==> config.mk <==
export PLATFORM = sky130hd
export DESIGN_NAME = vec_load_merge_mac
export DESIGN_NICKNAME = d
export VERILOG_FILES = /design/src/vec_pkg.sv /design/src/vec_load_merge_mac.sv
export SDC_FILE = /design/constraint.sdc
export NUM_CORES = 2
export LEC_CHECK = 0
export ABC_AREA = 1
export BUFFER_PORTS_ARGS = -buffer_cell sky130_fd_sc_hd__buf_4
export CAP_MARGIN = 25
export CORE_ASPECT_RATIO = 1.4
export CORE_MARGIN = 2
export CORE_UTILIZATION = 50
export DETAILED_ROUTE_END_ITERATION = 7
export HOLD_SLACK_MARGIN = 0.05
export PLACE_DENSITY = 0.78
export SYNTH_ARGS = -nofsm -noshare
export SYNTH_HDL_FRONTEND = slang
export SYNTH_SLANG_ARGS = --single-unit
==> constraint.sdc <==
create_clock -name i_clk -period 17.3 [get_ports i_clk]
set_input_delay 1.73 -clock i_clk [delete_from_list [all_inputs] [get_ports i_clk]]
set_output_delay 1.73 -clock i_clk [all_outputs]
set_load 0.01 [all_outputs]
==> src/vec_pkg.sv <==
package vec_pkg;

  localparam logic [5:0]  PRIMARY_OPC     = 6'h04;
  // Extended opcodes, 11 bits.
  localparam logic [10:0] XO_WHE_D        = 11'h311;
  localparam logic [10:0] XO_WHE_X        = 11'h310;
  localparam logic [10:0] XO_WHOU_D       = 11'h315;
  localparam logic [10:0] XO_WHOU_X       = 11'h314;
  localparam logic [10:0] XO_WHOS_D       = 11'h317;
  localparam logic [10:0] XO_WHOS_X       = 11'h316;
  localparam logic [10:0] XO_WHSPLAT_D    = 11'h31D;
  localparam logic [10:0] XO_WHSPLAT_X    = 11'h31C;
  localparam logic [10:0] XO_WWSPLAT_D    = 11'h319;
  localparam logic [10:0] XO_WWSPLAT_X    = 11'h318;
  localparam logic [10:0] XO_MERGE_HI     = 11'h22C;
  localparam logic [10:0] XO_MERGE_LO     = 11'h22D;
  localparam logic [10:0] XO_MERGE_HILO   = 11'h22E;
  localparam logic [10:0] XO_MERGE_LOHI   = 11'h22F;
  localparam logic [10:0] XO_GUARD_MAC    = 11'h52B;

  localparam logic [1:0]  OFFSET_SHIFT    = 2'h2;
  localparam logic [31:0] ADDR_HALF_STEP  = 32'h0000_0002;
  localparam logic [63:0] RESULT_RESET    = 64'h0;
  localparam logic [63:0] ACC_RESET       = 64'h0;

  typedef enum logic [3:0] {
    OP_NONE    = 4'h0,
    OP_WHE     = 4'h1,
    OP_WHOS    = 4'h2,
    OP_WHOU    = 4'h3,
    OP_WHSPLAT = 4'h4,
    OP_WWSPLAT = 4'h5,
    OP_MHI     = 4'h6,
    OP_MLO     = 4'h7,
    OP_MHILO   = 4'h8,
    OP_MLOHI   = 4'h9,
    OP_MAC     = 4'hA
  } op_t;

  typedef enum logic [1:0] {
    ST_IDLE = 2'h0,
    ST_LOAD = 2'h1
  } state_t;

  typedef struct packed {
    logic        valid;
    logic [31:0] instr;
    logic [31:0] base_source_reg;
    logic [63:0] index_source_reg;
    logic [63:0] src_b;
  } issue_t;

  typedef struct packed {
    logic        valid;
    logic [4:0]  dest;
    logic [63:0] data;
    logic        acc_written;
  } result_t;

endpackage

==> src/vec_load_merge_mac.sv <==
`timescale 1ns/1ns
// What this block does
// [RL1] Even load: halves at 0-15, 32-47, rest zero
// [RL2] Odd signed load sign-extends each half word
// [RL3] Odd unsigned load zero-fills upper halves
// [RL4] Half splat: each half fills one element
// [RL5] Word splat copies word into both elements
// [RL6] Displacement address adds offset field times four
// [RL7] Base register zero means base value zero
// [RL8] Indexed address adds full unscaled index value
// [RL9] Big endian keeps bytes in address order
// [RL10] Little endian swaps bytes of each half; a word splat here reverses all four bytes instead
// [RL11] High merge with equal sources splats high
// [RL12] Low merge with equal sources splats low
// [RL13] Low/high merge; equal sources swap elements
// [RL14] Four merges give any element pair
// [RL15] Guarded MAC adds sign-extended product, updates both
// [RL16] MAC multiplies signed fractional bits 32-47
// [RL17] MAC wraps modulo, flags no overflow
// [RL18] Decode by primary and extended opcode
// [RL19] High merge: high of first, high of second
module vec_load_merge_mac (
  input  wire logic            i_clk,
  input  wire logic            i_rstn,
  input  wire vec_pkg::issue_t i_issue,
  input  wire logic            i_little_endian,
  input  wire logic            i_mem_ready,
  input  wire logic [31:0]     i_mem_rdata,
  output logic                 o_busy,
  output logic                 o_mem_req,
  output logic [31:0]          o_mem_addr,
  output vec_pkg::result_t     o_result,
  output logic [63:0]          o_mac_running_total
);

  ////////////////////////////////////////////////////////////////////////////
  // Address and data helpers.

  // Puts one loaded half word into register order; little-endian mode
  // swaps its two bytes.
  function automatic logic [15:0] order_half(input logic [15:0] h,
                                             input logic        le);
    order_half = le ? {h[7:0], h[15:8]} : h; // RL9 RL10
  endfunction

  // Sign-extends one half word to a 32-bit element.
  function automatic logic [31:0] sext16(input logic [15:0] h);
    sext16 = {{16{h[15]}}, h};
  endfunction

  // A word splat reverses all four bytes in little-endian mode, not each
  // half on its own.
  function automatic logic [31:0] swap_word(input logic [31:0] w,
                                            input logic        le);
    swap_word = le ? {w[7:0], w[15:8], w[23:16], w[31:24]} : w;
  endfunction

  // True for every load form, displacement and indexed alike.
  function automatic logic is_load_op(input vec_pkg::op_t o);
    is_load_op = (o == vec_pkg::OP_WHE) || (o == vec_pkg::OP_WHOS) ||
                 (o == vec_pkg::OP_WHOU) || (o == vec_pkg::OP_WHSPLAT) ||
                 (o == vec_pkg::OP_WWSPLAT);
  endfunction

  function automatic vec_pkg::op_t decode(input logic [31:0] ins);
    vec_pkg::op_t op;
    op = vec_pkg::OP_NONE;
    if (ins[31:26] == vec_pkg::PRIMARY_OPC) begin // RL18
      case (ins[10:0])
        vec_pkg::XO_WHE_D, vec_pkg::XO_WHE_X: begin
          op = vec_pkg::OP_WHE;
        end
        vec_pkg::XO_WHOS_D, vec_pkg::XO_WHOS_X: begin
          op = vec_pkg::OP_WHOS;
        end
        vec_pkg::XO_WHOU_D, vec_pkg::XO_WHOU_X: begin
          op = vec_pkg::OP_WHOU;
        end
        vec_pkg::XO_WHSPLAT_D, vec_pkg::XO_WHSPLAT_X: begin
          op = vec_pkg::OP_WHSPLAT;
        end
        vec_pkg::XO_WWSPLAT_D, vec_pkg::XO_WWSPLAT_X: begin
          op = vec_pkg::OP_WWSPLAT;
        end
        vec_pkg::XO_MERGE_HI: begin
          op = vec_pkg::OP_MHI;
        end
        vec_pkg::XO_MERGE_LO: begin
          op = vec_pkg::OP_MLO;
        end
        vec_pkg::XO_MERGE_HILO: begin
          op = vec_pkg::OP_MHILO;
        end
        vec_pkg::XO_MERGE_LOHI: begin
          op = vec_pkg::OP_MLOHI;
        end
        vec_pkg::XO_GUARD_MAC: begin
          op = vec_pkg::OP_MAC;
        end
        default: begin
          op = vec_pkg::OP_NONE;
        end
      endcase
    end
    return op;
  endfunction

  ////////////////////////////////////////////////////////////////////////////
  // Issue decode.

  // Decoded view of the offered instruction, valid in the same cycle.
  vec_pkg::op_t        op;
  logic                is_load;
  logic                is_disp;
  logic [31:0]         base_value;
  logic [31:0]         effective_address;
  logic [63:0]         merge_data;
  // Multiplier operands are signed half words.
  logic signed [15:0]  mul_a;
  logic signed [15:0]  mul_b;
  logic signed [31:0]  product;
  logic [31:0]         frac_product;
  logic [63:0]         mac_addend;
  logic [63:0]         mac_sum;

  always_comb begin
    op      = decode(i_issue.instr);
    is_load = is_load_op(op);
    // Displacement forms have the low extended-opcode bit set.
    is_disp = i_issue.instr[0];
    // Base register field zero selects a zero base.
    base_value = (i_issue.instr[20:16] == 5'h00) ? 32'h0000_0000
                                                 : i_issue.base_source_reg; // RL7
    if (is_disp) begin
      effective_address = base_value +
        {25'h0000000, i_issue.instr[15:11], 2'h0}; // RL6
    end else begin
      effective_address = base_value + i_issue.index_source_reg[31:0]; // RL8
    end
  end

  // Merges share one selector, so equal sources fall out naturally.
  always_comb begin
    case (op)
      vec_pkg::OP_MHI: begin
        // High element of each source.
        merge_data = {i_issue.index_source_reg[63:32],
                      i_issue.src_b[63:32]}; // RL11 RL19
      end
      vec_pkg::OP_MLO: begin
        // Low element of each source.
        merge_data = {i_issue.index_source_reg[31:0],
                      i_issue.src_b[31:0]}; // RL12 RL14
      end
      vec_pkg::OP_MHILO: begin
        // High element of the first, low element of the second.
        merge_data = {i_issue.index_source_reg[63:32],
                      i_issue.src_b[31:0]}; // RL14
      end
      default: begin
        // Low element of the first, high element of the second.
        merge_data = {i_issue.index_source_reg[31:0],
                      i_issue.src_b[63:32]}; // RL13
      end
    endcase
  end

  // The fractional product is the signed product shifted left by one.
  always_comb begin
    mul_a        = i_issue.index_source_reg[31:16]; // RL16
    mul_b        = i_issue.src_b[31:16]; // RL16
    product      = mul_a * mul_b;
    frac_product = {product[30:0], 1'b0};
    // The product is sign-extended before the add so that a negative
    // product lowers the total.
    mac_addend   = {{32{frac_product[31]}}, frac_product}; // RL15
    // Plain 64-bit add: wraps, no saturation and no status flag.
    mac_sum      = o_mac_running_total + mac_addend; // RL15 RL17
  end

  ////////////////////////////////////////////////////////////////////////////
  // Load sequencing: one 32-bit memory word per load.

  // Mode and target are captured at issue, so the issue bus may move on
  // while the word is fetched.
  vec_pkg::state_t state_reg;
  vec_pkg::op_t    load_op_reg;
  logic            load_le_reg;
  logic [4:0]      load_dest_reg;
  logic [15:0]     half0;
  logic [15:0]     half1;
  logic [31:0]     word_le;
  logic [63:0]     load_data;

  always_comb begin
    half0   = order_half(i_mem_rdata[31:16], load_le_reg);
    half1   = order_half(i_mem_rdata[15:0], load_le_reg);
    word_le = swap_word(i_mem_rdata, load_le_reg); // RL9 RL10
    // Lanes are numbered from the most significant end, so element zero
    // sits in data[63:32].
    case (load_op_reg)
      vec_pkg::OP_WHE: begin
        load_data = {half0, 16'h0000, half1, 16'h0000}; // RL1
      end
      vec_pkg::OP_WHOS: begin
        load_data = {sext16(half0), sext16(half1)}; // RL2
      end
      vec_pkg::OP_WHOU: begin
        load_data = {16'h0000, half0, 16'h0000, half1}; // RL3
      end
      vec_pkg::OP_WHSPLAT: begin
        load_data = {half0, half0, half1, half1}; // RL4
      end
      vec_pkg::OP_WWSPLAT: begin
        load_data = {word_le, word_le}; // RL5
      end
      default: begin
        load_data = vec_pkg::RESULT_RESET;
      end
    endcase
  end

  always_ff @(posedge i_clk) begin
    if (!i_rstn) begin
      state_reg     <= vec_pkg::ST_IDLE;
      load_op_reg   <= vec_pkg::OP_NONE;
      load_le_reg   <= 1'b0;
      load_dest_reg <= 5'h00;
      o_mem_req     <= 1'b0;
      o_mem_addr    <= 32'h0000_0000;
      o_busy        <= 1'b0;
    end else begin
      case (state_reg)
        vec_pkg::ST_IDLE: begin
          // A load is accepted only from idle.
          if (i_issue.valid && is_load) begin
            state_reg     <= vec_pkg::ST_LOAD;
            load_op_reg   <= op;
            load_le_reg   <= i_little_endian;
            load_dest_reg <= i_issue.instr[25:21];
            o_mem_req     <= 1'b1;
            o_mem_addr    <= effective_address;
            o_busy        <= 1'b1;
          end
        end
        vec_pkg::ST_LOAD: begin
          // Request, address and busy hold until the memory answers.
          if (i_mem_ready) begin
            state_reg <= vec_pkg::ST_IDLE;
            o_mem_req <= 1'b0;
            o_busy    <= 1'b0;
          end
        end
        default: begin
          // An illegal state falls back to idle and drops the request.
          state_reg <= vec_pkg::ST_IDLE;
          o_mem_req <= 1'b0;
          o_busy    <= 1'b0;
        end
      endcase
    end
  end

  ////////////////////////////////////////////////////////////////////////////
  // Result and accumulator.

  // An issue offered while a load is outstanding is dropped, not queued.
  logic issue_ok;
  assign issue_ok = i_issue.valid && (state_reg == vec_pkg::ST_IDLE);

  // A load result appears in the cycle after ready; merge and accumulate
  // results one cycle after issue.
  always_ff @(posedge i_clk) begin
    if (!i_rstn) begin
      o_result <= '0;
    end else if (state_reg == vec_pkg::ST_LOAD) begin
      o_result.valid       <= i_mem_ready;
      o_result.dest        <= load_dest_reg;
      o_result.data        <= load_data;
      o_result.acc_written <= 1'b0;
    end else if (issue_ok && !is_load && op != vec_pkg::OP_NONE) begin
      o_result.valid       <= 1'b1;
      o_result.dest        <= i_issue.instr[25:21];
      o_result.data        <= (op == vec_pkg::OP_MAC) ? mac_sum : merge_data;
      o_result.acc_written <= (op == vec_pkg::OP_MAC); // RL15
    end else begin
      // Both strobes pulse for one cycle only.
      o_result.valid       <= 1'b0;
      o_result.acc_written <= 1'b0;
    end
  end

  always_ff @(posedge i_clk) begin
    if (!i_rstn) begin
      // Only the guarded accumulate moves the total.
      o_mac_running_total <= vec_pkg::ACC_RESET;
    end else if (issue_ok && op == vec_pkg::OP_MAC) begin
      o_mac_running_total <= mac_sum; // RL15
    end
  end

endmodule

# ---- Yosys cells after proc, flatten, opt, wreduce, memory -nomap -nowiden
# Cells that the tools add are included.
# Widths: inputs -> output; s select.
dict set report classes {
  addsub 3
  bitwise 2
  n_eq_ne 33
  n_div 0
  n_mul 1
  n_shift 0
  magnitude_cmp 0
  reduce_logical 22
  n_mux 20
}
# operator count
set op_table {}
lappend op_table {{$pmux 64 s5} 1}
lappend op_table {{$pmux 64 s3} 1}
lappend op_table {{$eq 11x10->1 const B} 14}
lappend op_table {{$mux 32} 3}
lappend op_table {{$mux 71} 1}
lappend op_table {{$mux 69} 1}
lappend op_table {{$add 64x64->64} 1}
lappend op_table {{$mux 64} 1}
lappend op_table {{$pmux 4 s10} 1}
lappend op_table {{$add 32x32->32} 1}
lappend op_table {{$add 32x7->32} 1}
lappend op_table {{$mux 16} 2}
lappend op_table {{$mul 16x16->31} 1}
lappend op_table {{$eq 4x3->1 const B} 6}
lappend op_table {{$eq 4x2->1 const B} 4}
lappend op_table {{$eq 11x11->1 const B} 1}
lappend op_table {{$reduce_or 2->1} 5}
lappend op_table {{$eq 4x1->1 const B} 2}
lappend op_table {{$eq 4x4->1 const B} 2}
lappend op_table {{$eq 6x3->1 const B} 1}
lappend op_table {{$logic_and 1x1->1} 5}
lappend op_table {{$logic_not 5->1} 1}
lappend op_table {{$logic_or 1x1->1} 4}
lappend op_table {{$mux 1} 4}
lappend op_table {{13 further kinds} 17}
dict set report word_totals {
  romBits 0
  latchBits 0
  ff_bits 180
  wordCells 92
  ram_bits 0
  out_inout_bits 169
  inputBits 229
  mem_count 0
}

# ---- Depth between registers and ports, before layout
dict set report logic_depth {
  ltp_word 14
  ltp_mapped 44
  depth_no_buf 42
}

# ---- Worst setup path after synthesis
# Ideal clock, no wire load.
dict set report synth_path {
  path_type {input port to flip-flop}
  from {input i_issue[95] in the netlist's numbering}
  to {register o_result[64] in the netlist's numbering}
  cell_stages 38
  setup_time_ns 0.117
  setup_slack_ns 7.990
  required_ns 17.183
  arrival_ns 9.192
  cell_sequence {buf_2 buf_1 nand2_1 inv_1 fa_1 inv_1 fa_1 inv_1 fa_1 fa_1 inv_1 fa_1 inv_1 fa_1 ha_1 inv_1 nor3_1 nand2_1 [... 2 more ...] nand3_1 inv_1 nand3_1 nand2_1 ha_1 a21oi_1 a21boi_0 nand2_1 nand2_1 nand2_1 a21oi_1 nand3_1 nand2_1 nand2_1 nand2_1 nor2_1 nor2_1 nor2_1}
}
dict set report synth_via {
  elab_chain_len 5
  elab_cells_between_ends 6
}
# element line_no
set synth_rtl {}
lappend synth_rtl {{start: declaration} vec_load_merge_mac.sv:25} ;# input wire vec_pkg::issue_t i_issue,
lappend synth_rtl {{$mul 16x16->31} vec_load_merge_mac.sv:172} ;# product = mul_a * mul_b;
lappend synth_rtl {{$add 64x64->64} vec_load_merge_mac.sv:178} ;# mac_sum = o_mac_running_total + mac_addend;
lappend synth_rtl {{$mux 64 (*)} vec_load_merge_mac.sv:284} ;# o_result.data <= (op == vec_pkg::OP_MAC) ? mac_sum : merge_data;
lappend synth_rtl {{$mux 69 (*)} vec_load_merge_mac.sv:281} ;# end else if (issue_ok && !is_load && op != vec_pkg::OP_NONE) begin
lappend synth_rtl {{$mux 71 (*)} vec_load_merge_mac.sv:276} ;# end else if (state_reg == vec_pkg::ST_LOAD) begin
lappend synth_rtl {{end: declaration} vec_load_merge_mac.sv:32} ;# output vec_pkg::result_t o_result,
# Mark *: on every way between the ends. The rest lies on a longest branch, timed or not. The select of a mux whose other input is x is not followed.
# A chain may end at the register's enable or synchronous reset.

# ---- Worst setup path after layout
dict set report layout_path {
  from {input i_issue[95] in the netlist's numbering}
  to {register o_result[54] in the netlist's numbering}
}
dict set report layout_via {
  elab_chain_len 5
}
# element line_no
set layout_rtl {}
lappend layout_rtl {{$mul 16x16->31} vec_load_merge_mac.sv:172}
lappend layout_rtl {{$add 64x64->64} vec_load_merge_mac.sv:178}
lappend layout_rtl {{$mux 64} vec_load_merge_mac.sv:284}
lappend layout_rtl {{$mux 69} vec_load_merge_mac.sv:281}
lappend layout_rtl {{$mux 71} vec_load_merge_mac.sv:276}
# Every way passes these cells. The select of a mux whose other input is x is not followed.

==> results.json <==
{
  "synth-async-reset-ratio": 0,
  "hold_buffers": 0,
  "yosys_warnings": 0,
  "drt-total-wl_um": 122000,
  "grt_max_degree": 71,
  "endpoint_kind": "flop",
  "drive_above_1_share": 0.108,
  "fmax_mhz": 100,
  "largest_reg_flops": 71,
  "nNetsFinal": 5371,
  "r2r_end": "o_result[55]",
  "antenna_found_initial": 4,
  "cp_max_fo": 34,
  "drc": 0,
  "cts_tree": "done",
  "fin_worst_skew_ns": 0.0212,
  "ys_types": 51,
  "grt_setup_unrepaired": "false",
  "slew_violations": 0,
  "yosysMostFrequentCell": "nand2_1",
  "drt_iter0_drc": 2932,
  "drt-vias-per-instance": 5.77,
  "num_rows": 102,
  "fin_crit_ns": 9.99,
  "synth_top_area_share": 0.185,
  "vias": 31400,
  "track_usage": 0.416,
  "io_pins": 398,
  "ctsHtreeMaxLevel": 4,
  "syn_to_final_growth_pct": 13.4,
  "port_buffers": 396,
  "synth_cells": 4450,
  "critPathMaxStageDelay_ns": 0.73,
  "r2r_setup_slack_ns": 13.36,
  "hold_viol_final": 0,
  "synth_seq_cells": 177,
  "min_to": "o_result[69]",
  "required_ns": 17.72,
  "routabilityCongestion": 1.08,
  "crit_type": "primary input to flop",
  "hold_class": "flop to flop",
  "setup_violations": 0,
  "reg_top3": "o_result (71), o_mac_running_total (63), o_mem_addr (32)",
  "max_flop_register": "o_result",
  "die_area_um2": 58000,
  "dpl.hpwl_um": 97500,
  "ys.flop_type": "dfxtp_1",
  "start_util": 0.506,
  "min_from": "load_dest_reg[4]",
  "worst_pin_slew_ns": 1.10,
  "wl_per_cell_um": 22.3,
  "numCtsBuffers": 17,
  "r2r-start": "o_mem_req",
  "fin_crit_sh": 0.578,
  "cts-root-buf": "clkbuf_16",
  "dr.pass1.iters": 7,
  "syn_nets": 5118,
  "avgSynthCellArea_um2": 6.30,
  "fp.dieW_um": 204,
  "run_status": "completed",
  "cts_resized": 0,
  "clockBufferDepth": 2,
  "cpLargestDelayFamily": "adder cells",
  "yosys-top-cells-count": "nand2_1 (1,116), inv_1 (765), nor2_1 (461), nand3_1 (316), a21oi_1 (311)",
  "critPathLaunchType": "primary input",
  "fp.dieH_um": 284,
  "clock_latency_ns": 0.50,
  "worst_ep_arrival_time_ns": 10.42,
  "grt_pass1_vias": 31000,
  "grt_pass1_wl_um": 181000,
  "path_common_cell": "inv_1",
  "r2r_cells": 13,
  "maxSlewHeadroom": 0.263,
  "netlist_top_cells_area": "fa_1 (19%), nand2_1 (15%), dfxtp_1 (13%)",
  "core_area_um2": 55400,
  "worst_path_max_delay_cell": "fa_1",
  "mappedNetlistArea_um2": 28000,
  "synth-edff-count": 0,
  "synth_seq_area_share": 0.126,
  "ant_nets": 0,
  "clkTransAtPathRegs_ns": 0.08,
  "hold-path-cell-count": 2,
  "yosysTopAreaCell": "fa_1",
  "post_cts_buffers": 0,
  "maxCapViolations": 0,
  "cts.sinks": 177,
  "critPathBufInv": 10,
  "grt_overflow_total": 0,
  "tns_ns": 0
}
[through the flow]
| stage | hold slack [ns] | worst slack, ns | cell area (µm²) | util | cells |
|---|---|---|---|---|---|
| 4_1_cts | 0.474 | 7.50 | 31700 | 0.573 | 5441 |
| 5_1_grt | 0.496 | 6.87 | 31800 | 0.574 | 5444 |
| 2_1_floorplan | 0.447 | 7.99 | 28000 | - | 4450 |
| 6_report | 0.475 | 7.31 | 31800 | 0.574 | 5445 |
| 3_3_place_gp | 0.459 | 7.02 | 31200 | 0.563 | 5409 |
| 3_5_place_dp | 0.463 | 7.01 | 31200 | 0.563 | 5409 |
[metal layers]
metal	wire length, µm	track usage	vias to the layer above
met5	27	0	-
met4	11600	0.334	4
met3	11500	0.0952	520
met2	56000	0.681	1773
met1	42500	0.460	14600
li1	-	-	14500
[cell usage in the layout, fill, tap and decap left out, types with 4 or more instances in the layout]
master,instances
nand3_1,316
nor4_1,9
nand4_1,38
a21o_1,13
xor2_1,61
clkinv_1,12
a211oi_1,7
ha_1,180
o21a_1,6
a22o_1,18
nor3_1,49
o21bai_1,23
a22oi_1,4
xnor2_1,22
a21boi_0,4
a21oi_1,311
o21ai_0,265
nor2_4,5
nand2_1,1115
a31oi_1,45
or2_2,12
inv_1,765
buf_4,411
nand3_2,4
dfxtp_1,176
fa_1,259
clkbuf_16,17
o21ai_1,30
inv_6,5
inv_2,12
nand2_4,4
nand2_2,8
nor2_2,9
nor2_1,460
nand3b_1,7
[worst register-to-register path: stages (launching register included)]
cell and delay (ns):
dfxtp_2 0.32, buf_4 0.61, inv_1 0.09, buf_4 0.30, nand2_1 0.37, inv_1 0.25
nand3_2 0.19, nand2_4 0.35, inv_2 0.14, buf_4 0.62, nand2_1 0.14, o21ai_0 0.28
inv_1 0.09, a21oi_1 0.14
[layout make-up]
cell class,instances,area (µm²)
fillers,5590,23600
multi-input cells,3304,20700
flip-flops and latches,177,3540
repair buffers,414,3130
inverters,789,2960
well taps,728,911
clock buffers,17,425
clock inverters,15,164
diodes,1,2.50
[kinds of logic after synthesis]
kind of cell / count (synthesis) / share of synthesized area
compound gates: 738 / 0.143
simple gates: 2043 / 0.303
xor+xnor: 83 / 0.0259
fa+ha+maj: 439 / 0.265
flops: 177 / 0.126
other cells: 1 / 0.000134
buf+inv: 969 / 0.137
[worst max-delay path by stage]
stage / start / end / slack, ns / cells past startpoint
floorplan: i_issue[95] / o_result[64] / 7.99 / 38
global placement: i_issue[95] / o_result[54] / 7.02 / 36
detailed placement: i_issue[95] / o_result[54] / 7.01 / 36
CTS: i_issue[95] / o_result[54] / 7.50 / 36
global route: i_issue[95] / o_result[56] / 6.87 / 36
finish: i_issue[95] / o_result[54] / 7.31 / 36
Power is not shown: default switching activity piles up to over one toggle a cycle in this logic, so the estimate is an artifact.
